## config.mk

```make
export PLATFORM = sky130hd
export DESIGN_NAME = oers_top
export DESIGN_NICKNAME = d
export VERILOG_FILES = /design/src/oers_pkg.sv /design/src/oers_top.sv
export SDC_FILE = /design/constraint.sdc
export NUM_CORES = 2
export LEC_CHECK = 0
export BUFFER_PORTS_ARGS = -buffer_cell sky130_fd_sc_hd__buf_2
export CAP_MARGIN = 20
export CORE_ASPECT_RATIO = 0.9
export CORE_MARGIN = 2
export CORE_UTILIZATION = 50
export CTS_BUF_LIST = sky130_fd_sc_hd__clkbuf_16
export DETAILED_ROUTE_END_ITERATION = 7
export PLACE_DENSITY_LB_ADDON = 0.15
export SLEW_MARGIN = 15
export SYNTH_ARGS = -nofsm -noshare
export SYNTH_HDL_FRONTEND = slang
export SYNTH_SLANG_ARGS = --single-unit
```

## constraint.sdc

```tcl
create_clock -name clk_sys_in -period 13.5 [get_ports clk_sys_in]
set_clock_uncertainty 0.1 [all_clocks]
set_input_delay 0.675 -clock clk_sys_in [delete_from_list [all_inputs] [get_ports clk_sys_in]]
set_output_delay 0.675 -clock clk_sys_in [all_outputs]
set_load 0.01 [all_outputs]
```

## src/oers_pkg.sv

```systemverilog
// Package: constants, strap tables, register map and types of the ramp sequencer
`default_nettype none
package oers_pkg;
    // Clock and millisecond timing
    localparam int CLK_NS = 25;
    localparam int MS_NS = 1_000_000;
    localparam int MS_CYCLES = (MS_NS + CLK_NS - 1) / CLK_NS;
    localparam logic [15:0] INIT_MS = 16'h0041;
    localparam logic [15:0] EN_INIT_MS = 16'h0002;
    // Register word indices, byte address is four times the index
    localparam logic [2:0] ADDR_CTRL = 3'h0;
    localparam logic [2:0] ADDR_TON = 3'h1;
    localparam logic [2:0] ADDR_TOFF = 3'h2;
    localparam logic [2:0] ADDR_CMD = 3'h3;
    localparam logic [2:0] ADDR_VMAX = 3'h4;
    localparam logic [2:0] ADDR_RATE = 3'h5;
    localparam logic [2:0] ADDR_PG = 3'h6;
    localparam logic [2:0] ADDR_STATUS = 3'h7;
    // Voltage limits in millivolts
    localparam logic [11:0] VOUT_MIN_MV = 12'h0258;
    localparam logic [11:0] VOUT_TOP_MV = 12'h09C4;
    localparam logic [11:0] VMAX_TOP_MV = 12'h0ABE;
    localparam logic [15:0] VMAX_MUL = 16'h000B;
    localparam logic [15:0] VMAX_DIV = 16'h000A;
    // Reset values
    localparam logic [1:0] CTRL_RST = 2'h0;
    localparam logic [11:0] RATE_RST = 12'h001;
    localparam logic [7:0] PG_TOL_RST = 8'h0A;
    localparam logic [15:0] PG_DLY_RST = 16'h0000;
    // Voltage strap codes 0 to 28 are table rows, the rest are pin ties
    localparam logic [4:0] VS_SIGNAL_GROUND = 5'h1D;
    localparam logic [4:0] VS_OPEN = 5'h1E;
    localparam logic [4:0] VS_V25 = 5'h1F;
    localparam logic [4:0] VS_IDX_SIGNAL_GROUND = 5'h0B;
    localparam logic [4:0] VS_IDX_OPEN = 5'h0F;
    localparam logic [4:0] VS_IDX_V25 = 5'h1C;
    localparam logic [11:0] VSTRAP_MV [0:28] = '{
        12'h0258, 12'h028A, 12'h02BC, 12'h02D0, 12'h02EE, 12'h0320, 12'h0352, 12'h0370,
        12'h0384, 12'h0398, 12'h03B6, 12'h03E8, 12'h041A, 12'h044C, 12'h047E, 12'h04B0,
        12'h04E2, 12'h0514, 12'h0578, 12'h05DC, 12'h0640, 12'h06A4, 12'h0708, 12'h076C,
        12'h07D0, 12'h0834, 12'h0898, 12'h08FC, 12'h09C4};
    // Timing strap codes 0 to 15 pick one of the 8 table rows by their low three bits, 16 to 18 are pin ties
    localparam logic [4:0] TS_SIGNAL_GROUND = 5'h10;
    localparam logic [4:0] TS_OPEN = 5'h11;
    localparam logic [4:0] TS_V25 = 5'h12;
    localparam logic [2:0] TS_IDX_SIGNAL_GROUND = 3'h0;
    localparam logic [2:0] TS_IDX_OPEN = 3'h2;
    localparam logic [2:0] TS_IDX_V25 = 3'h6;
    localparam logic [15:0] TS_DELAY_MS [0:7] = '{16'h0005, 16'h000A, 16'h0005, 16'h000A,
        16'h0014, 16'h0005, 16'h000A, 16'h0014};
    localparam logic [15:0] TS_RAMP_MS [0:7] = '{16'h0002, 16'h0002, 16'h0005, 16'h0005,
        16'h0005, 16'h000A, 16'h000A, 16'h000A};
    typedef enum logic [2:0] {
        ST_INIT = 3'b000,
        ST_OFF = 3'b001,
        ST_TON = 3'b010,
        ST_RISE = 3'b011,
        ST_ON = 3'b100,
        ST_TOFF = 3'b101,
        ST_FALL = 3'b110
    } oers_state_t;
    typedef struct packed {logic enable; logic [4:0] vstrap; logic [4:0] tstrap;} oers_pins_t;
    typedef struct packed {logic share; logic imm_off;} oers_ctrl_t;
    typedef struct packed {logic [15:0] ramp_ms; logic [15:0] delay_ms;} oers_time_t;
    typedef struct packed {logic [15:0] delay_ms; logic [7:0] pad; logic [7:0] tol;} oers_pg_t;
    typedef struct packed {
        logic [3:0] pad_hi;
        logic [11:0] target;
        logic [9:0] pad_lo;
        logic alg;
        logic stage;
        logic pg;
        logic [2:0] state;
    } oers_status_t;
endpackage : oers_pkg
`default_nettype wire

```

## src/oers_top.sv

```systemverilog
// Output enable ramp sequencer: strap load, turn-on/off timing, ramps, power-good, bus port
`default_nettype none
// Operation
// Spend about 65 ms loading straps; ignore bus and enable until done.
// Host keeps any external sync clock stable before raising enable.
// Enable starts the turn-on delay; on expiry the rise ramp begins.
// Zero turn-on delay still waits the 2 ms internal initialisation.
// Zero rise time steps the target at once, no timed ramp.
// Host should program rise times above 1 ms against inrush faults.
// Turn-off waits the off delay, then ramps down over the fall time.
// Immediate-off cuts the power stage when the off delay expires.
// Sharing mode turns adaptive loop gain off for the ramp.
// Sharing mode turns adaptive loop gain back on when power-good asserts.
// Host should lengthen power-good delay for sharing rises over 10 ms.
// Sharing mode supports immediate-off only; soft-stop is never used.
// Host should set at least 15 ms turn-on delay when sharing self-enables.
// Timing strap decodes to 5/10/20 ms delay and 2/5/10 ms ramp.
// Power-good needs output within tolerance of target and no fault.
// Power-good output waits the programmed delay after conditions hold.
// Voltage strap decodes 0.60 to 2.50 V; open 1.20, ground 1.00, rail 2.50.
// Output command 0.6 to 2.5 V accepted anytime, slewed at transition rate.
// Output maximum starts at 110 percent of strap voltage, limit 2.75 V.
// Every setting from straps can be overridden over the bus.
// Host should hold enable low while configuring over the bus.
// Timed ramps move the target linearly, one step per millisecond tick; the code steps the target 1 mV per clock while its accumulator drains.
module oers_top
    import oers_pkg::*;
#(
    parameter int MS_TICK_CYCLES = MS_CYCLES
)(
    input wire logic clk_sys_in,
    input wire logic rst_in,
    input wire logic [2:0] avs_address_in,
    input wire logic avs_read_in,
    input wire logic avs_write_in,
    input wire logic [31:0] avs_writedata_in,
    output logic [31:0] avs_readdata_out,
    output logic avs_waitrequest_out,
    input wire logic enable_pin_in,
    input wire logic [4:0] voltage_strap_input_in,
    input wire logic [4:0] timing_strap_input_in,
    input wire logic [11:0] vout_sense_mv_in,
    input wire logic fault_in,
    output logic output_good_flag_out,
    output logic power_stage_on_out,
    output logic [11:0] vout_target_mv_out,
    output logic adaptive_loop_gain_out,
    output logic ready_out
);
    localparam int TW = $clog2(MS_TICK_CYCLES + 1);

    oers_pins_t pin_s1_reg, pin_s2_reg;
    logic [TW-1:0] tick_cnt_reg, tick_cnt_next;
    logic tick_reg, tick_next;
    logic wait_reg, wait_next;
    logic [31:0] rdata_reg, rdata_next;
    oers_ctrl_t ctrl_reg, ctrl_next;
    oers_time_t ton_reg, ton_next, toff_reg, toff_next;
    oers_pg_t pg_cfg_reg, pg_cfg_next;
    logic [11:0] cmd_reg, cmd_next, vmax_reg, vmax_next, rate_reg, rate_next;
    logic [4:0] vs_idx;
    logic [2:0] ts_idx;
    logic [15:0] vmax_calc;
    logic [11:0] wd12, cmd_hi, tgt;
    oers_status_t status;
    oers_state_t st_reg, st_next;
    logic [15:0] cnt_reg, cnt_next, n_reg, n_next, k_reg, k_next, pgcnt_reg, pgcnt_next;
    logic [11:0] v_reg, v_next, end_reg, end_next, span_reg, span_next, vdiff, sdiff;
    logic [16:0] acc_reg, acc_next;
    logic stage_reg, stage_next, pg_reg, pg_next, alg_reg, alg_next, ready_reg, ready_next;
    logic load_straps, drain, pg_ok, en;
    logic [15:0] ton_wait;

    // Two-stage synchroniser for enable and strap pins
    always_ff @(posedge clk_sys_in)
    begin
        if (rst_in)
        begin
            pin_s1_reg <= '0;
            pin_s2_reg <= '0;
        end
        else
        begin
            pin_s1_reg <= {enable_pin_in, voltage_strap_input_in, timing_strap_input_in};
            pin_s2_reg <= pin_s1_reg;
        end
    end

    // Millisecond tick generator
    always_comb
    begin
        tick_cnt_next = tick_cnt_reg + 1'b1;
        tick_next = 1'b0;
        if (tick_cnt_reg == TW'(MS_TICK_CYCLES - 1))
        begin
            tick_cnt_next = '0;
            tick_next = 1'b1;
        end
    end

    always_ff @(posedge clk_sys_in)
    begin
        if (rst_in)
        begin
            tick_cnt_reg <= '0;
            tick_reg <= 1'b0;
        end
        else
        begin
            tick_cnt_reg <= tick_cnt_next;
            tick_reg <= tick_next;
        end
    end

    // Strap decode, register writes and read data
    always_comb
    begin
        vs_idx = pin_s2_reg.vstrap;
        if (vs_idx == VS_SIGNAL_GROUND) vs_idx = VS_IDX_SIGNAL_GROUND;
        else if (vs_idx == VS_OPEN) vs_idx = VS_IDX_OPEN;
        else if (vs_idx == VS_V25) vs_idx = VS_IDX_V25;
        ts_idx = pin_s2_reg.tstrap[2:0];
        if (pin_s2_reg.tstrap == TS_SIGNAL_GROUND) ts_idx = TS_IDX_SIGNAL_GROUND;
        else if (pin_s2_reg.tstrap == TS_V25) ts_idx = TS_IDX_V25;
        else if (pin_s2_reg.tstrap[4]) ts_idx = TS_IDX_OPEN;
        vmax_calc = (16'(VSTRAP_MV[vs_idx]) * VMAX_MUL) / VMAX_DIV;
        wd12 = avs_writedata_in[11:0];
        cmd_hi = (vmax_reg < VOUT_TOP_MV) ? vmax_reg : VOUT_TOP_MV;
        status = '0;
        status.state = st_reg;
        status.pg = pg_reg;
        status.stage = stage_reg;
        status.alg = alg_reg;
        status.target = v_reg;
        // Answer one cycle after the request, never before initialisation ends
        wait_next = ~((avs_read_in | avs_write_in) & wait_reg & ready_reg);
        rdata_next = rdata_reg;
        ctrl_next = ctrl_reg;
        ton_next = ton_reg;
        toff_next = toff_reg;
        cmd_next = cmd_reg;
        vmax_next = vmax_reg;
        rate_next = rate_reg;
        pg_cfg_next = pg_cfg_reg;
        if (load_straps)
        begin
            ton_next.delay_ms = TS_DELAY_MS[ts_idx];
            ton_next.ramp_ms = TS_RAMP_MS[ts_idx];
            toff_next = ton_next;
            cmd_next = VSTRAP_MV[vs_idx];
            vmax_next = vmax_calc[11:0];
        end
        else if (avs_write_in && !wait_reg)
        begin
            if (avs_address_in == ADDR_CTRL) ctrl_next = avs_writedata_in[1:0];
            else if (avs_address_in == ADDR_TON) ton_next = avs_writedata_in;
            else if (avs_address_in == ADDR_TOFF) toff_next = avs_writedata_in;
            else if (avs_address_in == ADDR_CMD)
                cmd_next = (wd12 < VOUT_MIN_MV) ? VOUT_MIN_MV : ((wd12 > cmd_hi) ? cmd_hi : wd12);
            else if (avs_address_in == ADDR_VMAX)
                vmax_next = (wd12 > VMAX_TOP_MV) ? VMAX_TOP_MV : wd12;
            else if (avs_address_in == ADDR_RATE) rate_next = wd12;
            else if (avs_address_in == ADDR_PG) pg_cfg_next = avs_writedata_in;
            pg_cfg_next.pad = '0;
        end
        if (avs_read_in && wait_reg && ready_reg)
        begin
            if (avs_address_in == ADDR_CTRL) rdata_next = {30'h0000_0000, ctrl_reg};
            else if (avs_address_in == ADDR_TON) rdata_next = ton_reg;
            else if (avs_address_in == ADDR_TOFF) rdata_next = toff_reg;
            else if (avs_address_in == ADDR_CMD) rdata_next = {20'h0_0000, cmd_reg};
            else if (avs_address_in == ADDR_VMAX) rdata_next = {20'h0_0000, vmax_reg};
            else if (avs_address_in == ADDR_RATE) rdata_next = {20'h0_0000, rate_reg};
            else if (avs_address_in == ADDR_PG) rdata_next = pg_cfg_reg;
            else rdata_next = status;
        end
    end

    always_ff @(posedge clk_sys_in)
    begin
        if (rst_in)
        begin
            wait_reg <= 1'b1;
            rdata_reg <= '0;
            ctrl_reg <= CTRL_RST;
            ton_reg <= '0;
            toff_reg <= '0;
            cmd_reg <= VOUT_MIN_MV;
            vmax_reg <= VMAX_TOP_MV;
            rate_reg <= RATE_RST;
            pg_cfg_reg <= {PG_DLY_RST, 8'h00, PG_TOL_RST};
        end
        else
        begin
            wait_reg <= wait_next;
            rdata_reg <= rdata_next;
            ctrl_reg <= ctrl_next;
            ton_reg <= ton_next;
            toff_reg <= toff_next;
            cmd_reg <= cmd_next;
            vmax_reg <= vmax_next;
            rate_reg <= rate_next;
            pg_cfg_reg <= pg_cfg_next;
        end
    end

    // Sequencer, ramp engine and power-good qualification
    always_comb
    begin
        en = pin_s2_reg.enable;
        tgt = (cmd_reg > vmax_reg) ? vmax_reg : cmd_reg;
        ton_wait = (ton_reg.delay_ms == 16'h0000) ? EN_INIT_MS : ton_reg.delay_ms;
        drain = acc_reg >= {1'b0, n_reg};
        vdiff = (v_reg > tgt) ? v_reg - tgt : tgt - v_reg;
        sdiff = (vout_sense_mv_in > tgt) ? vout_sense_mv_in - tgt : tgt - vout_sense_mv_in;
        st_next = st_reg;
        cnt_next = cnt_reg;
        v_next = v_reg;
        acc_next = acc_reg;
        end_next = end_reg;
        span_next = span_reg;
        n_next = n_reg;
        k_next = k_reg;
        stage_next = stage_reg;
        alg_next = alg_reg;
        ready_next = ready_reg;
        load_straps = 1'b0;
        case (st_reg)
            ST_INIT:
            begin
                if (cnt_reg == INIT_MS)
                begin
                    load_straps = 1'b1;
                    ready_next = 1'b1;
                    st_next = ST_OFF;
                end
                else if (tick_reg) cnt_next = cnt_reg + 16'h0001;
            end
            ST_OFF:
            begin
                stage_next = 1'b0;
                v_next = '0;
                cnt_next = '0;
                if (en) st_next = ST_TON;
            end
            ST_TON:
            begin
                if (!en) st_next = ST_OFF;
                else if (cnt_reg >= ton_wait)
                begin
                    st_next = ST_RISE;
                    stage_next = 1'b1;
                    v_next = '0;
                    end_next = tgt;
                    span_next = tgt;
                    n_next = ton_reg.ramp_ms;
                    k_next = '0;
                    acc_next = '0;
                end
                else if (tick_reg) cnt_next = cnt_reg + 16'h0001;
            end
            ST_RISE, ST_FALL:
            begin
                if (st_reg == ST_RISE && !en)
                begin
                    st_next = ST_TOFF;
                    cnt_next = '0;
                end
                else if (n_reg == 16'h0000 || (k_reg == n_reg && !drain))
                begin
                    v_next = end_reg;
                    st_next = (st_reg == ST_RISE) ? ST_ON : ST_OFF;
                    stage_next = (st_reg == ST_RISE);
                end
                else
                begin
                    acc_next = acc_reg - (drain ? {1'b0, n_reg} : 17'h0_0000)
                        + ((tick_reg && k_reg != n_reg) ? {5'h00, span_reg} : 17'h0_0000);
                    if (tick_reg && k_reg != n_reg) k_next = k_reg + 16'h0001;
                    if (drain && v_reg != end_reg)
                        v_next = (st_reg == ST_RISE) ? v_reg + 12'h001 : v_reg - 12'h001;
                end
            end
            ST_ON:
            begin
                if (!en)
                begin
                    st_next = ST_TOFF;
                    cnt_next = '0;
                end
                else if (tick_reg && v_reg != tgt)
                begin
                    if (rate_reg == 12'h000 || vdiff <= rate_reg) v_next = tgt;
                    else v_next = (v_reg < tgt) ? v_reg + rate_reg : v_reg - rate_reg;
                end
            end
            ST_TOFF:
            begin
                if (cnt_reg >= toff_reg.delay_ms)
                begin
                    if (ctrl_reg.imm_off || ctrl_reg.share) // see R8
                    begin
                        stage_next = 1'b0;
                        v_next = '0;
                        st_next = ST_OFF;
                    end
                    else
                    begin
                        st_next = ST_FALL;
                        end_next = '0;
                        span_next = v_reg;
                        n_next = toff_reg.ramp_ms;
                        k_next = '0;
                        acc_next = '0;
                    end
                end
                else if (tick_reg) cnt_next = cnt_reg + 16'h0001;
            end
            default: st_next = ST_OFF;
        endcase
        // Power-good needs regulation, no fault and tolerance, then a delay
        pg_ok = st_reg == ST_ON && !fault_in
            && (20'(sdiff) * 20'h0_0064) <= (20'(pg_cfg_reg.tol) * 20'(tgt));
        pgcnt_next = pgcnt_reg;
        if (!pg_ok) pgcnt_next = '0;
        else if (tick_reg && pgcnt_reg < pg_cfg_reg.delay_ms) pgcnt_next = pgcnt_reg + 16'h0001;
        pg_next = pg_ok && pgcnt_reg >= pg_cfg_reg.delay_ms;
        if (!ctrl_reg.share) alg_next = 1'b1;
        else if (st_next == ST_RISE) alg_next = 1'b0;
        else if (pg_next && !pg_reg) alg_next = 1'b1;
    end

    always_ff @(posedge clk_sys_in)
    begin
        if (rst_in)
        begin
            st_reg <= ST_INIT;
            {cnt_reg, n_reg, k_reg, pgcnt_reg} <= '0;
            {v_reg, end_reg, span_reg, acc_reg} <= '0;
            {stage_reg, pg_reg, ready_reg} <= 3'h0;
            alg_reg <= 1'b1;
        end
        else
        begin
            st_reg <= st_next;
            {cnt_reg, n_reg, k_reg, pgcnt_reg} <= {cnt_next, n_next, k_next, pgcnt_next};
            {v_reg, end_reg, span_reg, acc_reg} <= {v_next, end_next, span_next, acc_next};
            {stage_reg, pg_reg, ready_reg} <= {stage_next, pg_next, ready_next};
            alg_reg <= alg_next;
        end
    end

    // Outputs straight from flip-flops
    assign avs_readdata_out = rdata_reg;
    assign avs_waitrequest_out = wait_reg;
    assign output_good_flag_out = pg_reg;
    assign power_stage_on_out = stage_reg;
    assign vout_target_mv_out = v_reg;
    assign adaptive_loop_gain_out = alg_reg;
    assign ready_out = ready_reg;
endmodule : oers_top
`default_nettype wire

```

# --- Yosys cells after proc, flatten, opt, wreduce, memory -nomap -nowiden ---
# Memory sizes are Yosys's and may differ from the RTL's.
# Cells that the tools add are included.
totals:
  rom_bits: 640
  out_inout_bits: 49
  in_bits: 63
  ff_bits: 322
  elab_cells: 310
  latch_bits: 0
  ramBits: 0
  n_memories: 3
memory_table:
  columns: ["memory", "words", "width", "rd", "rd_ports_with_merged_regs", "write_ports", "line", "text"]
  rows:
  - ["(name not given)", 32, 12, 1, 0, 0, "oers_top.sv:150", "cmd_next = VSTRAP_MV[vs_idx];"]
  - ["(name not given)", 8, 16, 1, 0, 0, "oers_top.sv:148", "ton_next.ramp_ms = TS_RAMP_MS[ts_idx];"]
  - ["(name not given)", 8, 16, 1, 0, 0, "oers_top.sv:147", "ton_next.delay_ms = TS_DELAY_MS[ts_idx];"]
classes:
  bitwise: 15
  eq_ne: 45
  order_cmp: 17
  mul: 3
  mux: 123
  n_div: 1
  n_shift: 0
  add_sub_neg: 14
  reduce_logical: 55
ops:
  columns: ["op", "count"]
  rows:
  - ["two-way mux 32 bit", 16]
  - ["two-way mux 12 bit", 41]
  - ["two-way mux 16 bit", 24]
  - ["two-way mux 17 bit", 6]
  - ["one-hot mux 16 bit (6 select lines)", 1]
  - ["adder 16 x 1 -> 16 bit, second input constant", 4]
  - ["one-hot mux 12 bit (5 select lines)", 1]
  - ["subtractor 12 bit", 5]
  - ["one-hot mux 17 bit (3 select lines)", 1]
  - [">= comparator 16 bit", 3]
  - ["> comparator 12 bit", 4]
  - ["one-hot mux 12 bit (2 select lines)", 2]
  - ["one-hot mux 16 bit (3 select lines)", 1]
  - ["inequality test 2 bit, second input constant", 20]
  - ["two-way mux 3 bit", 13]
  - ["zero test 16 bit", 2]
  - ["one-hot mux 16 bit (2 select lines)", 1]
  - ["== test 5 bit, second input constant", 5]
  - ["inequality test 12 bit", 2]
  - ["AND reduction 7 bit", 3]
  - ["less-or-equal comparator 19 x 20 -> 1 bit", 1]
  - ["multiplier 8 x 12 -> 20 bit", 1]
  - ["== test 3 bit, second input constant", 6]
  - ["one-hot mux 3 bit (6 select lines)", 1]
  - ["other kinds (50)", 109]

# --- Logic depth before layout (Yosys ltp) ---
logic_depth:
  ltp_word: 11
  ltp_mapped: 60
  depth_no_buf: 53

# --- Worst setup path before layout ---
# No wires, ideal clock.
synth_path:
  kind: "register to register"
  start: "register pin_s2_reg[8] in the netlist's numbering"
  end: "register vmax_reg[0]"
  required_time_ps: 13280
  t_arrival_ps: 12568
  path_buffers: 4
  period_less_slack_ps: 12788
  slack_ps: 712
  stages_incl_launch_ff: 54
  setup_ps: 120
  cell_sequence: "dfxtp_1 -> clkinv_1 -> nor2_1 -> nand3_1 -> xnor2_1 -> inv_1 -> ha_1 -> nor2_1 -> nor2_1 -> a31oi_1 -> a21oi_1 -> o21ai_0 -> ha_1 -> fa_1 -> ha_1 -> buf_6 -> a21o_1 -> a31oi_2 -> [... 18 more ...] -> a21oi_1 -> o21a_1 -> or4b_1 -> o21ba_2 -> and2_1 -> clkbuf_1 -> nor2_1 -> xnor2_1 -> mux2_4 -> or3_1 -> buf_6 -> o221ai_2 -> o31a_1 -> nor2_1 -> o41ai_2 -> o21ai_0 -> a31o_1 -> a211o_1"
synth_via:
  elab_chain_len: 11
  elab_cells_between_ends: 13
  cone_classes: "1 x mul; 1 x div; 3 x eq/ne; 6 x mux; 1 x bitwise; 1 x memory"
synth_lines:
  columns: ["element", "line", "text"]
  rows:
  - ["start, declared", "oers_top.sv:52", "oers_pins_t pin_s1_reg, pin_s2_reg;"]
  - ["start signal, assigned", "oers_top.sv:85", "pin_s2_reg <= pin_s1_reg;"]
  - ["== test 5 bit", "oers_top.sv:121", "else if (vs_idx == VS_V25) vs_idx = VS_IDX_V25;"]
  - ["two-way mux 5 bit", "oers_top.sv:121", null]
  - ["two-way mux 5 bit", "oers_top.sv:120", "else if (vs_idx == VS_OPEN) vs_idx = VS_IDX_OPEN;"]
  - ["two-way mux 5 bit (*)", "oers_top.sv:119", "if (vs_idx == VS_SIGNAL_GROUND) vs_idx = VS_IDX_SIGNAL_GROUND;"]
  - ["NOT 5 -> 6 bit (not written as such) (*)", "oers_top.sv:126", "vmax_calc = (16'(VSTRAP_MV[vs_idx]) * VMAX_MUL) / VMAX_DIV;"]
  - ["memory read (32 x 12 bit) (*)", null, null]
  - ["two-way mux 12 bit (*) (2 in a row)", null, null]
  - ["multiplier 12 x 4 -> 16 bit (*)", "oers_top.sv:126", null]
  - ["divider 16 x 4 -> 16 bit (*)", "oers_top.sv:126", null]
  - ["two-way mux 12 bit (*)", "oers_top.sv:145", "if (load_straps)"]
  - ["end signal, assigned", "oers_top.sv:201", "vmax_reg <= vmax_next;"]
  - ["end, declared", "oers_top.sv:60", "logic [11:0] cmd_reg, cmd_next, vmax_reg, vmax_next, rate_reg, rate_next;"]
# Every way passes the cells marked *; elsewhere a longest branch is shown, timed or not. The select of a mux whose other input is x is not followed.
# A chain may end at the register's enable or synchronous reset.

# --- Final worst setup path ---
# Ends and elaborated chain as after synthesis.

==> flow_metrics.py <==
metrics = {
    "clock_tree": {
        "htree_levels": 2,
        "numCtsBuffers": 38,
        "cts_max_path_buffers": 3,
        "cts_tree": "done",
        "hold_buffers": 0,
        "clk_pin_slew_ns": 0.06,
        "worstSkewPairLatency_ns": 0.58,
        "clkSinkCount": 322,
        "root_buffer": "clkbuf_16",
    },
    "global_route": {
        "antenna_found_initial": 2,
        "grt_pass1_vias": 28521,
        "grt-ovfl-total": 0,
        "grt_max_degree": 88,
        "grt_pass1_wl_um": 159100,
        "gr-usage-all-layers": 0.2971,
    },
    "placement": {
        "place.gp.congestion": 0.9756,
        "numPortBuffers": 111,
        "dp_hpwl_um": 74750,
    },
    "yosys": {
        "synth_compound_area_frac": 0.2367,
        "syn_inst": 4209,
        "synth_cell_types": 119,
        "synth_simple_gate_area_share": 0.2101,
        "synth-adder-area-share": 0.1902,
        "syn-num-nets": 4701,
        "synthMuxAreaShare": 0.02597,
        "ys_seq_area_frac": 0.2024,
        "ys_top_cells_by_count": "nand2_1, nor2_1, a21oi_1",
        "synth_area_leader_cell": "dfxtp_1",
        "synth_flop_cell": "dfxtp_1",
        "synth.cell_area_mm2": 0.03185,
        "ys_ff_latch": 322,
        "synth.top_cell.area_share": 0.2024,
        "yosys_warnings": 0,
        "async_reset_ff_frac": 0,
        "avgSynthCellArea_um2": 7.567,
        "synth_xor_area_frac": 0.06290,
        "yosys-top-cells-area": "dfxtp_1, ha_1, a21oi_1",
        "synth_edf_count": 0,
        "synth_top_family_by_area": "compound AO/OA/AOI/OAI gates",
        "yosysMostFrequentCell": "nand2_1",
    },
    "sta": {
        "setup_total_negative_slack_ns": 0,
        "finalMaxSlewViolations": 0,
        "finalCritPeriodShare": 0.9548,
        "worstMarginPinSlew_ns": 1.183,
        "slew_headroom": 0.2095,
        "layout_min_cycle_time_ns": 12.89,
        "fmax_ghz": 0.07758,
        "finalHoldViolCount": 0,
        "setup_viol": 0,
    },
    "floorplanning": {
        "die_w_um": 270.0,
        "core_area_mm2": 0.06281,
        "placementRows": 87,
        "die_area_mm2": 0.06574,
        "ios": 112,
        "die_h_um": 243.4,
        "start_util": 0.5071,
    },
    "layout": {
        "drive_gt1_frac": 0.1102,
        "area_delta_synth_final_pct": 10.69,
        "fin_nets": 4762,
        "fin_util": 0.5613,
    },
    "outcome": {
        "violations": "design-rule violations",
        "status": "complete, but fails checks",
    },
    "detailed_routing": {
        "dr.pass1.iters": 8,
        "post-route-drc-count": 7,
        "routedWlPerCell_um": 19.46,
        "drt_iter0_markers": 2744,
        "vias": 30421,
        "ant_nets": 0,
        "routed_wl_um": 100200,
        "viasPerCell": 5.910,
    },
    "setup_path": {
        "start_kind": "flop",
        "crit_family": "compound AO/OA/AOI/OAI gates",
        "cp.arrival_ns": 13.24,
        "path_max_fanout": 11,
        "worstSetupPathType": "flop to flop",
        "path_common_cell": "buf_4",
        "end_kind": "flop",
        "worstPathRequired_ns": 13.85,
        "worst-path-buf-inv": 5,
        "r2r_slack_ns": 0.61,
        "cp_slowest_cell": "or4_4",
        "slowest_delay_ns": 0.60,
    },
    "run": {
        "max_cap_violations": 0,
    },
    "min_path": {
        "hp-class": "input port to flop",
    },
}
metrics by stage:
| step | instances | setup slack, ns | area (µm²) | hold WS [ns] |
|---|---|---|---|---|
| finish | 5147 | 0.6104 | 35260 | 0.2002 |
| global route | 5147 | -0.08874 | 35260 | 0.2097 |
| CTS | 5124 | 0.09597 | 34680 | 0.1788 |
| detailed placement | 5054 | -0.01921 | 33410 | 0.3260 |
| global placement | 5053 | 0.1623 | 33390 | 0.3299 |
| floorplan | 4209 | 0.7119 | 31850 | 0.3138 |
worst register-to-register path, delay by kind of cell, from the launching register on:
family / cells / cell delay (ns)
AO/OA/AOI/OAI: 19 / 4.98
XOR/XNOR: 3 / 0.50
adder cells (fa/ha/maj): 4 / 1.36
buffers and inverters: 5 / 0.79
flip-flops: 1 / 0.33
multiplexers: 1 / 0.35
AND/OR/NAND/NOR: 20 / 4.37
cell families after synthesis:
group           count (synthesis)
compound gates               1122
xor+xnor                      227
fa+ha+maj                     429
buf+inv                       591
flops                         322
mux                            76
simple gates                 1442
metal layers:
metal	vias up	GRT usage	part of all wire
li1	14818	-	-
met1	14366	0.4261	0.46
met2	1078	0.4577	0.43
met3	159	0.05441	0.084
met4	0	0.07533	0.024
met5	-	0	0
placed cells by master (no fill, tap or decap), drive strengths merged, types with 12 or more instances in the layout:
cell,count
ha,337
o21bai,49
a21o,81
or3,20
nand2b,39
a311oi,24
dfxtp,322
a221oi,28
nand2,505
clkinv,21
clkbuf,38
and2,67
o22ai,14
fa,92
o21ai,181
mux2i,50
or2,15
o221a,12
and3,31
a211o,23
nor2b,76
a31oi,42
nand4,48
nor2,409
o211ai,37
a211oi,52
a21oi,396
nor3,81
nor4,30
inv,388
a22oi,30
xor2,78
o221ai,12
buf,230
mux2,24
nand3,89
xnor2,149
o21a,15
cell type report:
| cell class | instances | area [µm²] |
|---|---|---|
| sequential | 322 | 6450 |
| inverter | 382 | 1434 |
| fill | 6090 | 27550 |
| clock inverter | 32 | 310.3 |
| timing repair buffer | 230 | 1476 |
| clock buffer | 38 | 950.9 |
| multi-input combinational | 3296 | 23570 |
| tap | 845 | 1057 |
| antenna | 2 | 5.005 |
path summary, 6_finish.rpt:
| check | from | cells after the start | to |
|---|---|---|---|
| max | pin_s2_reg[8] | 52 | vmax_reg[0] |
| min | avs_write_in | 2 | avs_waitrequest_out |
| max reg2reg | pin_s2_reg[8] | 52 | vmax_reg[0] |
| min reg2reg | pin_s1_reg[8] | 1 | pin_s2_reg[8] |
timing repair:
action                                  CTS  global route
setup buffers                             0            18
resized for setup                         1            88
pin swaps                                 0            12
endpoints found under the setup margin    1             4
Power is left out: the tool's default activity adds up to more than one toggle a clock period on the data nets, which glitch-free logic cannot reach.
